**src/shared/led_sup_pkg.sv**
```systemverilog
// constants, input indices and state encoding for the led driver supervisor
package led_sup_pkg;
  localparam int CLK_HZ = 32'h0262_5a00;
  localparam int CLK_PERIOD_NS = 32'h0000_0019;
  localparam int RECOVERY_S = 32'h0000_0004;
  localparam int REC_CYCLES = RECOVERY_S * CLK_HZ;
  localparam int AUX_SHORT_MS = 32'h0000_005a;
  localparam int AUX_CYCLES = (CLK_HZ / 32'h0000_03e8) * AUX_SHORT_MS;
  localparam int TIMEOUT_NS = 32'h0000_1964;
  localparam int TIMO_CYCLES = TIMEOUT_NS / CLK_PERIOD_NS;
  localparam int FOLD_STEP_CYCLES = 32'h0000_0100;
  localparam int REC_W = 28;
  localparam int AUX_W = 22;
  localparam int TIMO_W = 9;
  localparam int FOLD_W = 8;
  localparam logic [2:0] OC_LIMIT = 3'h4;
  localparam logic [3:0] REF_FULL = 4'hf;
  localparam logic [3:0] REF_MIN = 4'h8;
  localparam logic [2:0] VALLEY_LOW_LINE = 3'h1;
  localparam logic [2:0] VALLEY_HIGH_LINE = 3'h2;
  localparam logic [2:0] VALLEY_LIGHT_ADD = 3'h1;
  // comparator input indices
  localparam int NIN = 18;
  localparam int I_PEAK = 0;
  localparam int I_OC = 1;
  localparam int I_SETP = 2;
  localparam int I_VLOW = 3;
  localparam int I_VSHORT = 4;
  localparam int I_VCCOVP = 5;
  localparam int I_CSFLT = 6;
  localparam int I_OTP = 7;
  localparam int I_SDOVP = 8;
  localparam int I_HOT = 9;
  localparam int I_FOLD = 10;
  localparam int I_DIMZ = 11;
  localparam int I_DIMF = 12;
  localparam int I_VCCON = 13;
  localparam int I_VCCOK = 14;
  localparam int I_LINEH = 15;
  localparam int I_LIGHT = 16;
  localparam int I_SINK = 17;
  typedef enum logic [2:0] {
    ST_OFF = 3'h0,
    ST_WAIT = 3'h1,
    ST_ON = 3'h3,
    ST_RECOVER = 3'h2,
    ST_LATCH = 3'h6
  } state_t;
endpackage : led_sup_pkg

```
**src/rtl/led_driver_fault_startup_supervisor.sv**
```systemverilog
// start-up, valley and fault supervisor that sequences the gate drive
// Notes on behaviour
// RL1: peak limit trip ends on-time at once
// RL2: four consecutive 150% cycles stop switching
// RL3: faults latch off or recover after 4 s
// RL4: no valley-sense above 1 V for 90 ms faults
// RL5: aux short latches or forces 4 s recovery
// RL6: shorted load hiccups until aux short trips
// RL7: supply overvoltage stops, restarts after 4 s
// RL8: current-sense grounded or open stops operation
// RL9: shutdown pin low or high stops device
// RL10: foldback lowers reference gradually, floor 50%
// RL11: full reference unless foldback or dimmed
// RL12: on-time ends at control setpoint trip
// RL13: major fault grounds comp, lockout does not
// RL14: comp node grounded while device off
// RL15: start boost source on until amp sinks
// RL16: retry after lockout keeps comp level
// RL17: turn on at valley, later at light load
// RL18: chosen valley held until line/light-load change
// RL19: 6.5 us timeout makes substitute valley pulse
// RL20: aux short timer cleared only by short level; the code also clears it on entering ST_RECOVER or ST_LATCH
// RL21: first valley low line, second high line
// RL22: gate off while dimming below zero level
// RL23: timers on clock, latch cleared by reset only
// RL24: version input picks latch or auto-recovery
`timescale 1ns/1ps
module led_driver_fault_startup_supervisor #(
  parameter int REC_CYCLES = led_sup_pkg::REC_CYCLES,
  parameter int AUX_CYCLES = led_sup_pkg::AUX_CYCLES
) (
  input wire logic clock,
  input wire logic arst_n,
  input wire logic ce,
  input wire logic versionLatchIn,
  input wire logic peakLimitIn,
  input wire logic overCurrentIn,
  input wire logic setpointTripIn,
  input wire logic valleyLowIn,
  input wire logic valleyShortIn,
  input wire logic supplyOvpIn,
  input wire logic csFaultIn,
  input wire logic sdOtpIn,
  input wire logic sdOvpIn,
  input wire logic dieHotIn,
  input wire logic sdFoldbackIn,
  input wire logic dimZeroIn,
  input wire logic dimFullIn,
  input wire logic supplyOnIn,
  input wire logic supplyOkIn,
  input wire logic lineHighIn,
  input wire logic lightLoadIn,
  input wire logic compSinkIn,
  output logic gateOn,
  output logic compGround,
  output logic compBoost,
  output logic refFull,
  output logic [3:0] refScale,
  output logic [2:0] valleyIndex,
  output logic faultLatched,
  output logic recovering
);

  typedef struct packed {
    logic [led_sup_pkg::NIN-1:0] s1;
    logic [led_sup_pkg::NIN-1:0] s2;
    logic [led_sup_pkg::NIN-1:0] s3;
    logic [led_sup_pkg::NIN-1:0] filt;
    led_sup_pkg::state_t state;
    logic gate;
    logic compGnd;
    logic boost;
    logic started;
    logic latchMode;
    logic modeCaught;
    logic [led_sup_pkg::REC_W-1:0] recCnt;
    logic [led_sup_pkg::AUX_W-1:0] auxCnt;
    logic [led_sup_pkg::TIMO_W-1:0] timoCnt;
    logic [led_sup_pkg::FOLD_W-1:0] foldCnt;
    logic [2:0] ocCnt;
    logic ocSeen;
    logic [2:0] valleyCnt;
    logic [2:0] valleyTarget;
    logic lockLine;
    logic lockLight;
    logic [3:0] scale;
    logic refFull;
    logic latched;
    logic recov;
  } sup_t;

  sup_t q, d;
  logic [led_sup_pkg::NIN-1:0] rawIn;
  logic [led_sup_pkg::NIN-1:0] f;
  logic valleyEdge;
  logic timeout;
  logic valleyTick;
  logic auxExpire;
  logic ocTrip;
  logic majorFault;
  logic onEnd;

  function automatic led_sup_pkg::state_t faultDest(input logic latchMode);
    faultDest = latchMode ? led_sup_pkg::ST_LATCH : led_sup_pkg::ST_RECOVER;
  endfunction : faultDest

  function automatic logic [2:0] valleyFor(input logic line,
                                           input logic light);
    valleyFor = (line ? led_sup_pkg::VALLEY_HIGH_LINE
                      : led_sup_pkg::VALLEY_LOW_LINE)
              + (light ? led_sup_pkg::VALLEY_LIGHT_ADD : 3'h0);
  endfunction : valleyFor

  ////////////////////////////////////////////////////////////////////////////
  // input gathering, highest index first
  assign rawIn = {compSinkIn, lightLoadIn, lineHighIn, supplyOkIn,
                  supplyOnIn, dimFullIn, dimZeroIn, sdFoldbackIn, dieHotIn,
                  sdOvpIn, sdOtpIn, csFaultIn, supplyOvpIn, valleyShortIn,
                  valleyLowIn, setpointTripIn, overCurrentIn, peakLimitIn};

  ////////////////////////////////////////////////////////////////////////////
  // next state
  always_comb begin
    d = q;
    f = q.filt;
    valleyEdge = 1'b0;
    timeout = 1'b0;
    valleyTick = 1'b0;
    auxExpire = 1'b0;
    ocTrip = 1'b0;
    majorFault = 1'b0;
    onEnd = 1'b0;
    if (ce) begin
      d.s1 = rawIn;
      d.s2 = q.s1;
      d.s3 = q.s2;
      d.filt = (q.s2 & q.s3) | (q.filt & (q.s2 | q.s3));
      f = q.filt;
      if (!q.modeCaught) begin
        d.latchMode = versionLatchIn; // RL24
        d.modeCaught = 1'b1;
      end
      // thermal foldback ramp
      d.foldCnt = q.foldCnt + 1'b1;
      if (q.foldCnt == led_sup_pkg::FOLD_W'(led_sup_pkg::FOLD_STEP_CYCLES - 1))
      begin
        d.foldCnt = '0;
        if (f[led_sup_pkg::I_FOLD] && q.scale > led_sup_pkg::REF_MIN) begin
          d.scale = q.scale - 4'h1; // RL10
        end else if (!f[led_sup_pkg::I_FOLD] &&
                     q.scale < led_sup_pkg::REF_FULL) begin
          d.scale = q.scale + 4'h1;
        end
      end
      d.refFull = (d.scale == led_sup_pkg::REF_FULL) && // RL11
                  !f[led_sup_pkg::I_FOLD] && f[led_sup_pkg::I_DIMF];
      // valley lock
      if (f[led_sup_pkg::I_LINEH] != q.lockLine ||
          f[led_sup_pkg::I_LIGHT] != q.lockLight) begin
        d.lockLine = f[led_sup_pkg::I_LINEH]; // RL18
        d.lockLight = f[led_sup_pkg::I_LIGHT];
        d.valleyTarget = valleyFor(f[led_sup_pkg::I_LINEH], // RL17 RL21
                                   f[led_sup_pkg::I_LIGHT]);
      end
      valleyEdge = d.filt[led_sup_pkg::I_VLOW] & ~q.filt[led_sup_pkg::I_VLOW];
      timeout = q.timoCnt ==
                led_sup_pkg::TIMO_W'(led_sup_pkg::TIMO_CYCLES - 1); // RL19
      valleyTick = valleyEdge | timeout;
      auxExpire = q.auxCnt == led_sup_pkg::AUX_W'(AUX_CYCLES - 1);
      onEnd = (q.state == led_sup_pkg::ST_ON) &&
              (f[led_sup_pkg::I_PEAK] || f[led_sup_pkg::I_SETP]); // RL1 RL12
      ocTrip = onEnd && (q.ocSeen || f[led_sup_pkg::I_OC]) &&
               (q.ocCnt + 3'h1 >= led_sup_pkg::OC_LIMIT); // RL2
      majorFault = f[led_sup_pkg::I_OTP] || f[led_sup_pkg::I_SDOVP] || // RL9
                   f[led_sup_pkg::I_HOT] || // RL3
                   f[led_sup_pkg::I_CSFLT] || // RL8
                   auxExpire || ocTrip; // RL4
      if (q.boost && f[led_sup_pkg::I_SINK]) begin
        d.boost = 1'b0; // RL15
      end
      case (q.state)
        led_sup_pkg::ST_OFF: begin
          d.timoCnt = '0;
          if (f[led_sup_pkg::I_VCCON]) begin
            d.state = led_sup_pkg::ST_WAIT;
            d.boost = !q.started; // RL15 RL16
            d.started = 1'b1;
          end
        end
        led_sup_pkg::ST_WAIT, led_sup_pkg::ST_ON: begin
          if (f[led_sup_pkg::I_VSHORT]) begin
            d.auxCnt = '0; // RL20
          end else begin
            d.auxCnt = q.auxCnt + 1'b1; // RL6
          end
          if (q.state == led_sup_pkg::ST_ON) begin
            d.ocSeen = q.ocSeen | f[led_sup_pkg::I_OC];
            if (onEnd) begin
              d.state = led_sup_pkg::ST_WAIT;
              d.ocSeen = 1'b0;
              d.ocCnt = (q.ocSeen || f[led_sup_pkg::I_OC]) ?
                        q.ocCnt + 3'h1 : 3'h0; // RL2
            end
          end else begin
            d.timoCnt = valleyTick ? '0 : q.timoCnt + 1'b1;
            if (valleyTick) begin
              d.valleyCnt = q.valleyCnt + 3'h1;
              if (q.valleyCnt + 3'h1 >= q.valleyTarget) begin
                d.valleyCnt = '0;
                if (!f[led_sup_pkg::I_DIMZ]) begin
                  d.state = led_sup_pkg::ST_ON; // RL22
                end
              end
            end
          end
          if (!f[led_sup_pkg::I_VCCOK]) begin
            d.state = led_sup_pkg::ST_OFF; // RL13 RL16
          end else if (majorFault) begin
            d.state = faultDest(q.latchMode); // RL3 RL5
          end else if (f[led_sup_pkg::I_VCCOVP]) begin
            d.state = led_sup_pkg::ST_RECOVER; // RL7
          end
          if (d.state != q.state) begin
            d.valleyCnt = '0;
            d.ocSeen = 1'b0;
          end
          if (d.state == led_sup_pkg::ST_RECOVER ||
              d.state == led_sup_pkg::ST_LATCH) begin
            d.started = 1'b0;
            d.boost = 1'b0;
            d.auxCnt = '0;
            d.ocCnt = '0;
            d.recCnt = '0;
          end
        end
        led_sup_pkg::ST_RECOVER: begin
          d.recCnt = q.recCnt + 1'b1;
          if (q.recCnt == led_sup_pkg::REC_W'(REC_CYCLES - 1)) begin
            d.state = led_sup_pkg::ST_OFF; // RL3 RL7 RL23
          end
        end
        led_sup_pkg::ST_LATCH: begin
          d.state = led_sup_pkg::ST_LATCH; // RL23
        end
        default: begin
          d.state = led_sup_pkg::ST_OFF;
        end
      endcase
      d.gate = d.state == led_sup_pkg::ST_ON;
      d.compGnd = (d.state == led_sup_pkg::ST_OFF && !d.started) || // RL14
                  d.state == led_sup_pkg::ST_RECOVER ||
                  d.state == led_sup_pkg::ST_LATCH; // RL13
      d.latched = d.state == led_sup_pkg::ST_LATCH;
      d.recov = d.state == led_sup_pkg::ST_RECOVER;
    end
  end

  ////////////////////////////////////////////////////////////////////////////
  // state register
  always_ff @(posedge clock or negedge arst_n) begin
    if (!arst_n) begin
      q <= '0;
      q.state <= led_sup_pkg::ST_OFF;
      q.compGnd <= 1'b1;
      q.scale <= led_sup_pkg::REF_FULL;
      q.valleyTarget <= led_sup_pkg::VALLEY_LOW_LINE;
    end else begin
      q <= d;
    end
  end

  assign gateOn = q.gate;
  assign compGround = q.compGnd;
  assign compBoost = q.boost;
  assign refFull = q.refFull;
  assign refScale = q.scale;
  assign valleyIndex = q.valleyTarget;
  assign faultLatched = q.latched;
  assign recovering = q.recov;
endmodule : led_driver_fault_startup_supervisor

```
**config.mk**
```make
export PLATFORM = sky130hd
export DESIGN_NAME = led_driver_fault_startup_supervisor
export DESIGN_NICKNAME = d
export VERILOG_FILES = /design/src/shared/led_sup_pkg.sv /design/src/rtl/led_driver_fault_startup_supervisor.sv
export SDC_FILE = /design/constraint.sdc
export NUM_CORES = 1
export LEC_CHECK = 0
export BUFFER_PORTS_ARGS = -buffer_cell sky130_fd_sc_hd__buf_4
export CAP_MARGIN = 40
export CORE_UTILIZATION = 30
export DETAILED_ROUTE_END_ITERATION = 10
export GPL_ROUTABILITY_DRIVEN = 1
export PLACE_DENSITY = 0.45
export SYNTH_ARGS = -nofsm -noshare
export SYNTH_HDL_FRONTEND = slang
export SYNTH_SLANG_ARGS = --single-unit
```
**constraint.sdc**
```tcl
create_clock -name clock -period 5.4 [get_ports clock]
set_clock_uncertainty 0.15 [all_clocks]
set_input_delay 0.27 -clock clock [delete_from_list [all_inputs] [get_ports clock]]
set_output_delay 0.27 -clock clock [all_outputs]
set_load 0.01 [all_outputs]
```
======== Word level (Yosys, flattened, before mapping) ========
Cells that the tools add are included.
operators by class
  add/subtract/negate cells ............... 9
  $lt $le $gt $ge ......................... 4
  equality and inequality tests ........... 20
  mux-type cells .......................... 41
  bitwise logic cells ..................... 9
  reductions and logical operators ........ 40
operators by type and width
  cell                   count
  $mux 3                 19
  $pmux 28 s2            1
  $mux 50                1
  $and 18x18->18         2
  $or 18x18->18          2
  $add 28x1->28 const B  1
  $eq 28x28->1 const B   1
  $mux 4                 7
  $add 22x1->22 const B  1
  $eq 22x22->1 const B   1
  $mux 22                1
  $mux 9                 2
  $pmux 9 s2             1
  $eq 3x2->1 const B     5
  $pmux 3 s4             1
  $reduce_bool 2->1      6
  $logic_or 1x1->1       11
  $add 9x1->9 const B    1
  $eq 3x3->1 const B     3
  $eq 9x9->1 const B     1
  $logic_and 1x1->1      9
  $reduce_and 3->1       3
  $add 8x1->8 const B    1
  $eq 8x8->1 const B     1
  26 further kinds       41
storage, ports and cells
  flip-flop bits (word level) ............. 167
  output and inout bits ................... 13

======== Depth between registers and ports, before layout ========
Gate-level depths: netlist (run 1).
  word-level depth ........................ 21
  gate-level depth with buffers ........... 11
  mapped depth without buffers ............ 10

======== Worst setup path before layout (run 1) ========
OpenSTA, ideal clock, no wires.
  path type ............................... register to register
  start point ............................. register q[12] (netlist name)
  end point ............................... register q[39] (netlist name)
  library setup time ...................... 83 ps
  data arrival time ....................... 2361 ps
  setup slack ............................. 2806 ps
  cell stages (with the launch flop) ...... 11
  path through ............................ dfrtp_1 ha_1 xor2_1 ha_1 nand2_1 o21a_1 o31ai_2 a21oi_2 or3_4 or3_1 o21ai_0
between the ends
  word-level cells in the longest chain between the ends .. 13
  elaborated cells on any way between the ends .. 14
RTL lines
  what                                      RTL line                                                                                source
  start: declaration                        led_driver_fault_startup_supervisor.sv:92                                               sup_t q, d;
  $add 3x1->3 *                             led_driver_fault_startup_supervisor.sv:208                                              if (q.valleyCnt + 3'h1 >= q.valleyTarget) begin
  $ge 3x3->1 *                              led_driver_fault_startup_supervisor.sv:208
  $mux 3 *                                  led_driver_fault_startup_supervisor.sv:208
  $mux 3 *                                  led_driver_fault_startup_supervisor.sv:206                                              if (valleyTick) begin
  $mux 3 *                                  led_driver_fault_startup_supervisor.sv:196                                              if (q.state == led_sup_pkg::ST_ON) begin
  $mux 3 *                                  led_driver_fault_startup_supervisor.sv:220                                              end else if (f[led_sup_pkg::I_VCCOVP]) begin
  $mux 3 *                                  led_driver_fault_startup_supervisor.sv:218                                              end else if (majorFault) begin
  $mux 3 *                                  led_driver_fault_startup_supervisor.sv:216                                              if (!f[led_sup_pkg::I_VCCOK]) begin
  $mux 3 *                                  led_driver_fault_startup_supervisor.sv:181                                              case (q.state)
  $mux 3 *                                  led_driver_fault_startup_supervisor.sv:133                                              if (ce) begin
  $eq 3x2->1 or $eq 3x3->1 (tied branches)  led_driver_fault_startup_supervisor.sv:227, led_driver_fault_startup_supervisor.sv:228
  $logic_or 1x1->1 *                        led_driver_fault_startup_supervisor.sv:227                                              if (d.state == led_sup_pkg::ST_RECOVER ||
  $mux 50 *                                 led_driver_fault_startup_supervisor.sv:227
Mark *: on every way between the ends. The rest lies on a longest branch, timed or not. The select of a mux whose other input is x is not followed.
A chain may end at the register's enable or synchronous reset.

======== Final worst setup path (run 1) ========
  start point ............................. register q, in the netlist f[8]
  end point ............................... register q[84] (netlist name)
between the ends
  word-level cells in the longest chain between the ends .. 13
  elaborated cells on any way between the ends .. 14
RTL lines
  what                                      RTL line                                                                                source
  $logic_or 1x1->1 * (2 in series)          led_driver_fault_startup_supervisor.sv:174                                              majorFault = f[led_sup_pkg::I_OTP] || f[led_sup_pkg::I_SDOVP] ||
  $logic_or 1x1->1 *                        led_driver_fault_startup_supervisor.sv:175                                              f[led_sup_pkg::I_HOT] ||
  $logic_or 1x1->1 *                        led_driver_fault_startup_supervisor.sv:176                                              f[led_sup_pkg::I_CSFLT] ||
  $logic_or 1x1->1 *                        led_driver_fault_startup_supervisor.sv:177                                              auxExpire || ocTrip;
  $mux 3 *                                  led_driver_fault_startup_supervisor.sv:218
  $mux 3 *                                  led_driver_fault_startup_supervisor.sv:216
  $mux 3 *                                  led_driver_fault_startup_supervisor.sv:181
  $mux 3 *                                  led_driver_fault_startup_supervisor.sv:133
  $eq 3x2->1 or $eq 3x3->1 (tied branches)  led_driver_fault_startup_supervisor.sv:227, led_driver_fault_startup_supervisor.sv:228
  $logic_or 1x1->1 *                        led_driver_fault_startup_supervisor.sv:227
  $ne 2x2->1 (no line) *                    -
  $reduce_and 3->1 (no line) *              -
Marked as above.

==> impl_metrics.env, run 1 <==
export IMPL_crit_chain="nor4_1 > o311ai_0 > a21oi_2 > o21ai_4 > nand2_1 > nor2_1 > buf_4 > a21oi_1"
export IMPL_p_comb_share_pct=17.4
export IMPL_critPathKind="flip-flop to flip-flop"
export IMPL_grt_pass1_wl_um=30500
export IMPL_ys_flop_type="dfrtp_1"
export IMPL_cts_tree="done"
export IMPL_multi_input_area_um2=3810
export IMPL_initial_core_util_pct=30.6
export IMPL_chipHeight_um=168
export IMPL_use_met3_pct=2.19
export IMPL_r2r_end="q[84]"
export IMPL_p_seq_share_pct=47.5
export IMPL_grt_overflow=0
export IMPL_cts_resized_gates=0
export IMPL_status="finished, final reports clean"
export IMPL_finalHoldViolCount=0
export IMPL_r2r_start="f[8]"
export IMPL_power_total_uw=3450
export IMPL_clock_root_buffer="clkbuf_16"
export IMPL_drv_cap=0
export IMPL_peakVddDrop_uv=188
export IMPL_syn_nets=858
export IMPL_ios=35
export IMPL_synth_seq_cells=167
export IMPL_synth_cell_types=62
export IMPL_netSwitchingFraction_pct=30.7
export IMPL_max_freq_mhz=280
export IMPL_final_common_cell="dfrtp_1"
export IMPL_busiest_layer="met2"
export IMPL_finalSetupTns_ps=0
export IMPL_hp_class="primary input to flip-flop"
export IMPL_drc_errors=0
export IMPL_cp_slowest_stage_delay_ps=670
export IMPL_r2r_cells=8
export IMPL_crit_required_ps=5600
export IMPL_layout_common_cells="dfrtp_1, nand2_1, o21ai_0"
export IMPL_seq_area_frac_synth_pct=50.7
export IMPL_finalCritPeriodShare_pct=66.2
export IMPL_num_vias=6124
export IMPL_synth_edff_count=0
export IMPL_htree_num_levels=4
export IMPL_die_width_um=168
export IMPL_drt_initial_drc_count=339
export IMPL_fill_cells=2744
export IMPL_ant_nets=0
export IMPL_crit_arrival_ps=3770
export IMPL_gr_usage_met1_pct=19.1
export IMPL_clkLatencyLatePin_ps=430
export IMPL_syn_area_um2=8270
export IMPL_wl_per_cell_um=14.4
export IMPL_rsz0062_at_grt="no"
export IMPL_clock_path_buffers=2
export IMPL_clock_sinks=167
export IMPL_endpoint_kind="flip-flop"
export IMPL_grt_pass1_vias=5823
export IMPL_whs_endpoint="faultLatched"
export IMPL_area_growth_pct=15.9
export IMPL_cts_clk_slew_worst_paths_ps=70
export IMPL_port_buffers=34
export IMPL_min_delay_start="ce"
export IMPL_avgSynthCellArea_um2=10.0
export IMPL_via_per_inst=5.05
export IMPL_die_area_um2=28200
export IMPL_p_per_area_nw_per_um2=360
export IMPL_p_leak_uw=0.00406
export IMPL_wirelength_um=17500
export IMPL_dp_hpwl_um=11600
export IMPL_row_count=60
export IMPL_grt_met2_usage_pct=20.6
export IMPL_n_antenna_cell=0
export IMPL_core_area_um2=27000
export IMPL_grt_usage_pct=13.4
export IMPL_synthArstFlopShare_pct=100
export IMPL_syn_inst=823
export IMPL_min_path_cells=2
export IMPL_cts_buffers=17
export IMPL_grt_max_degree=86
export IMPL_cp_start_kind="flip-flop"
export IMPL_postCtsSetupRepairBufs=0
export IMPL_r2r_setup_slack_ps=1820
export IMPL_power_switching_uw=1060
export IMPL_cellInternalPower_uw=2390
export IMPL_tightest_slew_ps=811
export IMPL_layout_min_cycle_time_ps=3580
export IMPL_antenna_found_initial=0
export IMPL_final_nets=893
export IMPL_dr_pass1_iters=4
export IMPL_gp_congestion=0.740
export IMPL_setup_violations=0
export IMPL_max_slew_margin_pct=45.4
export IMPL_slowest_stage="nor4_1"
export IMPL_final_util_pct=35.4
export IMPL_regArea_um2=4190
export IMPL_path_max_fanout=26
export IMPL_drive_above_1_share_pct=17.6
export IMPL_pwr_share_clk_pct=35.2
export IMPL_ys_warn_count=0
export IMPL_slew_viol_final=0
## through the flow
| step | std cells | hold WS [ps] | cell area, um^2 | setup slack, ps |
|---|---|---|---|---|
| 6_report | 1212 | 275 | 9580 | 1820 |
| 5_1_grt | 1212 | 305 | 9580 | 1410 |
| 4_1_cts | 1212 | 252 | 9580 | 1790 |
| 3_5_place_dp | 1160 | 261 | 8790 | 1820 |
| 3_3_place_gp | 1158 | 259 | 8780 | 1720 |
| 2_1_floorplan | 823 | -176 | 8270 | 2810 |
## cells by family (layout without fill, tap and decap cells)
group / Yosys count / in the layout / synth area share (%)
compound gates: 192 / 192 / 13.9
simple gates: 300 / 300 / 18.8
flops: 167 / 167 / 50.7
mux: 64 / 64 / 8.67
xor+xnor: 26 / 26 / 2.76
fa+ha+maj: 13 / 13 / 1.97
buf+inv: 61 / 109 / 3.21
## how the worst max path moves through the flow
stage          startpoint     to  slack [ps]  cells after the start
3_5_place_dp         f[8]  q[85]        1820                      8
2_1_floorplan       q[12]  q[39]        2810                     10
5_1_grt              f[7]  q[85]        1410                      8
4_1_cts              f[8]  q[84]        1790                      8
3_3_place_gp        q[94]  q[75]        1720                      7
6_report             f[8]  q[84]        1820                      8
## synth_stat cells (14+ instances only)
cell        n  share of area, %
mux2_2     61               8.3
nor2_1     62               2.8
o21ai_0    68               4.1
nand2_1    68               3.1
nand4_1    16               1.2
a21oi_1    61               3.7
clkbuf_1   30               1.4
inv_1      17              0.77
and3_1     24               1.8
dfrtp_1   161                49
o31ai_1    14               1.3
nand2b_1   25               1.9
xor2_1     18               1.9
nand3_1    42               2.5
## final cells by class
cell class                      instances  area share (%)
Clock inverter                         13            1.36
Timing Repair Buffer                   60            5.26
Inverter                               17           0.666
Clock buffer                           19            4.73
Multi-Input combinational cell        595            39.8
Sequential cell                       167            43.7
Tap cell                              341            4.45
## routing by layer
layer	routed length, um	vias up
met3	462	14
met5	0	-
met4	214	0
met1	9040	2981
li1	-	3049
met2	7780	80
## power by group through the flow
stage	registers, uW	logic [uW]	clock network, uW
3_3_place_gp	1660	586	0
6_report	1640	600	1210
5_1_grt	1670	693	1310
4_1_cts	1640	610	1260
3_5_place_dp	1660	598	0
2_1_floorplan	1590	464	0
## registers in the layout, indices dropped and copies added (netlist names)
signal and flops:
valleyIndex 3, recovering 1, compGround 1, compBoost 1, refScale 4, refFull 1
faultLatched 1, gateOn 1, f 18, q 136
## critical path: cells and delay by family, from the launching register on
kind            cells  cell delay [ps]
flops               1              410
buf+inv             1              260
compound gates      4             1070
simple gates        3             1600
## repair_timing
action                     CTS  global route
hold endpoints to repair   102             0
setup endpoints to repair    0             0
hold buffers                20             0
Note: power is estimated with default switching activity, not from simulation.
==> run 2: changes to the inputs <==
--- a/config.mk
+++ b/config.mk
@@ -10,7 +10,7 @@
 export CORE_UTILIZATION = 30
 export DETAILED_ROUTE_END_ITERATION = 10
 export GPL_ROUTABILITY_DRIVEN = 1
-export PLACE_DENSITY = 0.45
+export PLACE_DENSITY = 0.46
 export SYNTH_ARGS = -nofsm -noshare
 export SYNTH_HDL_FRONTEND = slang
 export SYNTH_SLANG_ARGS = --single-unit
==> constraint.sdc (replaced) <==
create_clock -name clock -period 3.1 [get_ports clock]
set_clock_uncertainty 0.15 [all_clocks]
set_input_delay 0.155 -clock clock [delete_from_list [all_inputs] [get_ports clock]]
set_output_delay 0.155 -clock clock [all_outputs]
set_load 0.01 [all_outputs]
==> run 2 against run 1 <==
Cell count grew 1.7%. Sequential cell count is the same. Largest cell class unchanged. Clock-buffer cell count shrank 2. Setup slack lost 1600 ps. First-iteration DRC count grew 11%. Global-route usage grew 0.12 points. Core utilization grew 0.75 points. Via count shrank 0.20%. Largest power group unchanged. Die area is the same. Worst hold slack lost 160 ps. Register-to-register slack lost 1600 ps. Power grew 76%.
==> impl_metrics.env, run 2 (synthesis gave the netlist of run 1 again) <==
export IMPL_cp_startpoint="q[12]"
export IMPL_max_freq_mhz=349
export IMPL_r2r_end="q[52]"
export IMPL_antenna_found_initial=0
export IMPL_cts_clk_slew_worst_paths_ps=70
export IMPL_finalCritPeriodShare_pct=92.4
export IMPL_cts_buffers=17
export IMPL_drv_cap=0
export IMPL_grt_usage_pct=13.5
export IMPL_postCtsSetupRepairBufs=0
export IMPL_r2r_cells=10
export IMPL_netSwitchingFraction_pct=32.0
export IMPL_largest_register_ffs=136
export IMPL_p_per_area_nw_per_um2=620
export IMPL_largest_register="q"
export IMPL_path_buf_inv=0
export IMPL_dp_hpwl_um=11800
export IMPL_row_count=60
export IMPL_slew_viol_final=0
export IMPL_rsz0062_at_grt="no"
export IMPL_core_area_um2=27000
export IMPL_htree_num_levels=4
export IMPL_drc_errors=0
export IMPL_power_total_uw=6060
export IMPL_hold_ws_ps=119
export IMPL_crit_top_cell="ha_1"
export IMPL_path_depth=10
export IMPL_wirelength_um=17600
export IMPL_grt_max_degree=75
export IMPL_via_per_inst=4.96
export IMPL_critPathKind="flip-flop to flip-flop"
export IMPL_n_antenna_cell=0
export IMPL_setup_violations=0
export IMPL_power_switching_uw=1940
export IMPL_num_vias=6112
export IMPL_die_width_um=168
export IMPL_cp_slowest_stage_delay_ps=410
export IMPL_final_common_cell="dfrtp_1"
export IMPL_peakVddDrop_uv=284
export IMPL_r2r_start="q[12]"
export IMPL_layout_common_cells="dfrtp_1, nand2_1, o21ai_0"
export IMPL_p_leak_uw=0.00417
export IMPL_cp_start_kind="flip-flop"
export IMPL_cts_tree="done"
export IMPL_clock_path_buffers=2
export IMPL_final_nets=913
export IMPL_r2r_setup_slack_ps=240
export IMPL_grt_pass1_wl_um=30600
export IMPL_cp_top_family="simple AND/OR/NAND/NOR gates"
export IMPL_slowest_stage="dfrtp_1"
export IMPL_crit_arrival_ps=3060
export IMPL_chipHeight_um=168
export IMPL_grt_pass1_vias=5940
export IMPL_p_comb_share_pct=18.5
export IMPL_layout_min_cycle_time_ps=2860
export IMPL_port_buffers=34
export IMPL_placed_cells=1179
export IMPL_gp_congestion=0.759
export IMPL_endpoint_kind="flip-flop"
export IMPL_area_growth_pct=18.3
export IMPL_pwr_share_clk_pct=34.7
export IMPL_finalSetupTns_ps=0
export IMPL_final_util_pct=36.2
export IMPL_clock_sinks=167
export IMPL_dr_pass1_iters=7
export IMPL_wl_per_cell_um=14.3
export IMPL_status="finished, final reports clean"
export IMPL_clkLatencyLatePin_ps=430
export IMPL_crit_required_ps=3300
export IMPL_crit_chain="ha_1 > xor2_1 > ha_1 > nand2_1 > o21a_1 > o31ai_2 > a21oi_4 > or3_4 > or3_1 > o21ai_0"
export IMPL_max_slew_margin_pct=49.4
export IMPL_clock_root_buffer="clkbuf_16"
export IMPL_p_seq_share_pct=46.8
export IMPL_cellInternalPower_uw=4120
export IMPL_ios=35
export IMPL_path_max_fanout=8
export IMPL_finalHoldViolCount=0
export IMPL_initial_core_util_pct=30.6
export IMPL_drt_initial_drc_count=375
export IMPL_ant_nets=0
export IMPL_die_area_um2=28200
export IMPL_hp_class="primary input to asynchronous set/reset pin"
export IMPL_drive_above_1_share_pct=19.3
export IMPL_grt_overflow=0
export IMPL_fin_cells=1232
export IMPL_fill_cells=2776
export IMPL_tightest_slew_ps=751
run 2: cell types whose count changed in the layout (fill, tap and decap cells not counted):
| cell | previous run | this run |
|---|---|---|
| clkinvlp_4 | 2 | 1 |
| clkinv_8 | 0 | 2 |
| inv_6 | 6 | 3 |
| buf_12 | 0 | 3 |
| dlygate4sd3_1 | 20 | 21 |
| clkbuf_8 | 2 | 0 |
| clkinv_2 | 2 | 1 |
| bufinv_16 | 1 | 0 |
| a21oi_4 | 0 | 2 |
| buf_4 | 39 | 55 |
| inv_8 | 2 | 6 |
| clkinv_4 | 0 | 2 |
| a21oi_2 | 2 | 0 |
run 2: power groups by stage:
| stage | combinational (uW) | clock (uW) | sequential (uW) |
|---|---|---|---|
| after floorplan | 808 | 0 | 2760 |
| after global placement | 1090 | 0 | 2880 |
| after detailed placement | 1110 | 0 | 2890 |
| after CTS | 1130 | 2180 | 2840 |
| after global routing | 1270 | 2270 | 2900 |
| final | 1120 | 2100 | 2840 |
run 2: through the flow:
step | area [um^2] | setup slack [ps]
after floorplan | 8270 | 506
after detailed placement | 8970 | 194
after global routing | 9780 | 8.70
after CTS | 9770 | 176
final | 9780 | 236
after global placement | 8970 | 246
run 2: layout make-up:
type	instances	area [um^2]	share of cell area, %
flip-flops and latches	167	4190	42.8
clock inverters	15	156	1.60
multi-input cells	595	3830	39.1
inverters	17	63.8	0.652
clock buffers	17	425	4.35
well taps	341	427	4.36
repair buffers	80	694	7.10
run 2: worst max path at each step:
stage / endpoint / slack (ps)
finish: q[52] / 240
global route: q[55] / 9
CTS: q[55] / 180
detailed placement: q[55] / 190
global placement: q[55] / 250
floorplan: q[52] / 510
run 2: layer usage:
| metal | share of wire [%] | track usage [%] | vias to the layer above |
|---|---|---|---|
| met3 | 2.7 | 2.47 | 15 |
| met1 | 52 | 19.2 | 2950 |
| met2 | 45 | 20.5 | 73 |
| met4 | 1.1 | 4.83 | 0 |
| li1 | - | - | 3074 |
| met5 | 0 | 0 | - |
run 2: timing repair:
item | in CTS | in global routing
hold endpoints to repair | 73 | 0
endpoints found under the setup margin | 0 | 2
hold buffers | 21 | 0
resized for setup | 0 | 2
==> run 3: changes to the inputs <==
==> constraint.sdc (replaced) <==
create_clock -name clock -period 2.4 [get_ports clock]
set_clock_uncertainty 0.15 [all_clocks]
set_input_delay 0.12 -clock clock [delete_from_list [all_inputs] [get_ports clock]]
set_output_delay 0.12 -clock clock [all_outputs]
set_load 0.01 [all_outputs]
==> run 3 against run 2 <==
Critical path type unchanged. Sequential cell count did not move. First-iteration DRC count fell by 25%. Non-clock buffer count rose by 87. Setup slack got worse by 460 ps. Cell count rose by 7.1%. Highest routed layer unchanged. Largest cell class unchanged. Cell area rose by 9.3%. The run now ends with negative setup slack left. Critical path depth did not move. Clock-buffer cell count did not move. Largest power group unchanged. Via count rose by 6.8%. Combinational power rose by 75%.
==> impl_metrics.env, run 3 (synthesis gave the netlist of run 1 again) <==
export IMPL_final_common_cell="dfrtp_1"
export IMPL_hp_class="primary input to asynchronous set/reset pin"
export IMPL_port_buffers=34
export IMPL_grt_pass1_vias=6444
export IMPL_clock_sinks=167
export IMPL_clock_root_buffer="clkbuf_16"
export IMPL_num_vias=6526
export IMPL_design_area_um2=10700
export IMPL_crit_arrival_ps=2820
export IMPL_peakVddDrop_uv=383
export IMPL_cts_tree="done"
export IMPL_hold_ws_ps=95.6
export IMPL_clock_path_buffers=2
export IMPL_fin_ws_ps=-221
export IMPL_finalHoldViolCount=0
export IMPL_critPathKind="flip-flop to flip-flop"
export IMPL_endpoint_kind="flip-flop"
export IMPL_largest_register="q"
export IMPL_largest_register_ffs=136
export IMPL_max_slew_margin_pct=62.3
export IMPL_drv_cap=0
export IMPL_drive_above_1_share_pct=30.2
export IMPL_clkLatencyLatePin_ps=430
export IMPL_die_width_um=168
export IMPL_slew_viol_final=0
export IMPL_status="complete, but fails checks"
export IMPL_path_max_fanout=5
export IMPL_antenna_found_initial=0
export IMPL_crit_chain="ha_2 > xor2_1 > ha_1 > nand2_1 > o21a_1 > o31ai_2 > a21oi_2 > or3_4 > or3_1 > o21ai_1"
export IMPL_layout_min_cycle_time_ps=2620
export IMPL_tightest_slew_ps=561
export IMPL_setup_violations=32
export IMPL_p_per_area_nw_per_um2=775
export IMPL_ios=35
export IMPL_wirelength_um=18700
export IMPL_max_freq_mhz=382
export IMPL_chipHeight_um=168
export IMPL_htree_num_levels=4
export IMPL_dp_hpwl_um=12500
export IMPL_cp_slowest_stage_delay_ps=390
export IMPL_failed_checks="negative setup slack"
export IMPL_final_nets=1000
export IMPL_n_antenna_cell=0
export IMPL_drt_initial_drc_count=281
export IMPL_grt_pass1_wl_um=32200
export IMPL_cts_buffers=17
export IMPL_grt_max_degree=57
export IMPL_wl_per_cell_um=14.2
export IMPL_placedInstanceArea_um2=9540
export IMPL_die_area_um2=28200
export IMPL_row_count=60
export IMPL_fill_cells=2705
export IMPL_area_growth_pct=29.4
export IMPL_dr_pass1_iters=4
export IMPL_layout_common_cells="dfrtp_1, buf_4, nand2_1"
export IMPL_p_leak_uw=0.00467
export IMPL_grt_overflow=0
export IMPL_drc_errors=0
export IMPL_crit_required_ps=2600
export IMPL_gp_congestion=0.772
export IMPL_initial_core_util_pct=30.6
export IMPL_finalCritPeriodShare_pct=109
export IMPL_via_per_inst=4.95
export IMPL_rsz0062_at_grt="yes"
export IMPL_slowest_stage="dfrtp_1"
export IMPL_cp_start_kind="flip-flop"
export IMPL_finalSetupTns_ps=-3760
export IMPL_core_area_um2=27000
export IMPL_cts_clk_slew_worst_paths_ps=70
export IMPL_ant_nets=0
export IMPL_grt_usage_pct=14.1
run 3: changes by cell type in the layout (fill, tap and decap cells not counted), moves of 4 or more:
cell     change
buf_4       +73
o21ai_0     -17
o21ai_1     +11
buf_6        +9
a21oi_2      +7
a21oi_1      -6
o21ai_2      +6
or3_1        -4
or3_4        +4
run 3: per-layer routing:
metal	up-vias	GRT usage (%)	wire [um]
met5	-	0	0
met4	0	3.87	146
met3	9	2.37	320
met2	63	22.6	8810
met1	3195	19.4	9430
li1	3259	-	-
run 3: worst paths after layout:
check                         startpoint      to  slack, ps  cells past startpoint
hold reg to reg                    q[86]   q[86]        330                      1
min in group clock         overCurrentIn  q[150]        310                      3
setup reg to reg                   q[13]   q[52]       -220                     10
hold / removal                    arst_n   f[16]        100                      3
max in group asynchronous         arst_n   q[12]       1150                      4
setup / recovery                   q[13]   q[52]       -220                     10
run 3: where the power goes:
group          internal, uW  switching (uW)  total [uW]
Combinational          1010             947        1960
Sequential             3250             373        3620
Clock                  1400            1310        2710
Total                  5660            2630        8290
run 3: what timing repair did:
action | in CTS | in global routing
pin swaps | 15 | 20
cloned | 1 | 1
buffers inserted | 10 | 5
endpoints found under the hold margin | 184 | 0
endpoints found under the setup margin | 51 | 63
gates resized for setup | 43 | 30
hold buffers | 22 | 0
run 3: metrics by stage:
step	cells	util, %	total power [uW]	setup slack, ps
6_report	1319	39.6	8290	-221
5_1_grt	1319	39.6	8810	-315
4_1_cts	1316	39.0	8350	-238
3_5_place_dp	1251	35.3	5410	-283
3_3_place_gp	1251	35.3	5400	-240
2_1_floorplan	823	-	4610	-106
run 3: cell type report:
| cell class | instances | area (um^2) | share of cell area (%) |
|---|---|---|---|
| flip-flops and latches | 167 | 4190 | 39.1 |
| multi-input cells | 595 | 4030 | 37.7 |
| repair buffers | 167 | 1410 | 13.2 |
| well taps | 341 | 427 | 3.99 |
| clock buffers | 17 | 425 | 3.98 |
| clock inverters | 15 | 156 | 1.46 |
| inverters | 17 | 63.8 | 0.597 |
run 3: worst max-delay path, delay by kind of cell, from the launching register on:
| kind | cells | cell delay (ps) |
|---|---|---|
| AND/OR/NAND/NOR | 3 | 780 |
| AO/OA/AOI/OAI | 4 | 590 |
| XOR/XNOR | 1 | 160 |
| flip-flops | 1 | 390 |
| adder cells (fa/ha/maj) | 2 | 480 |
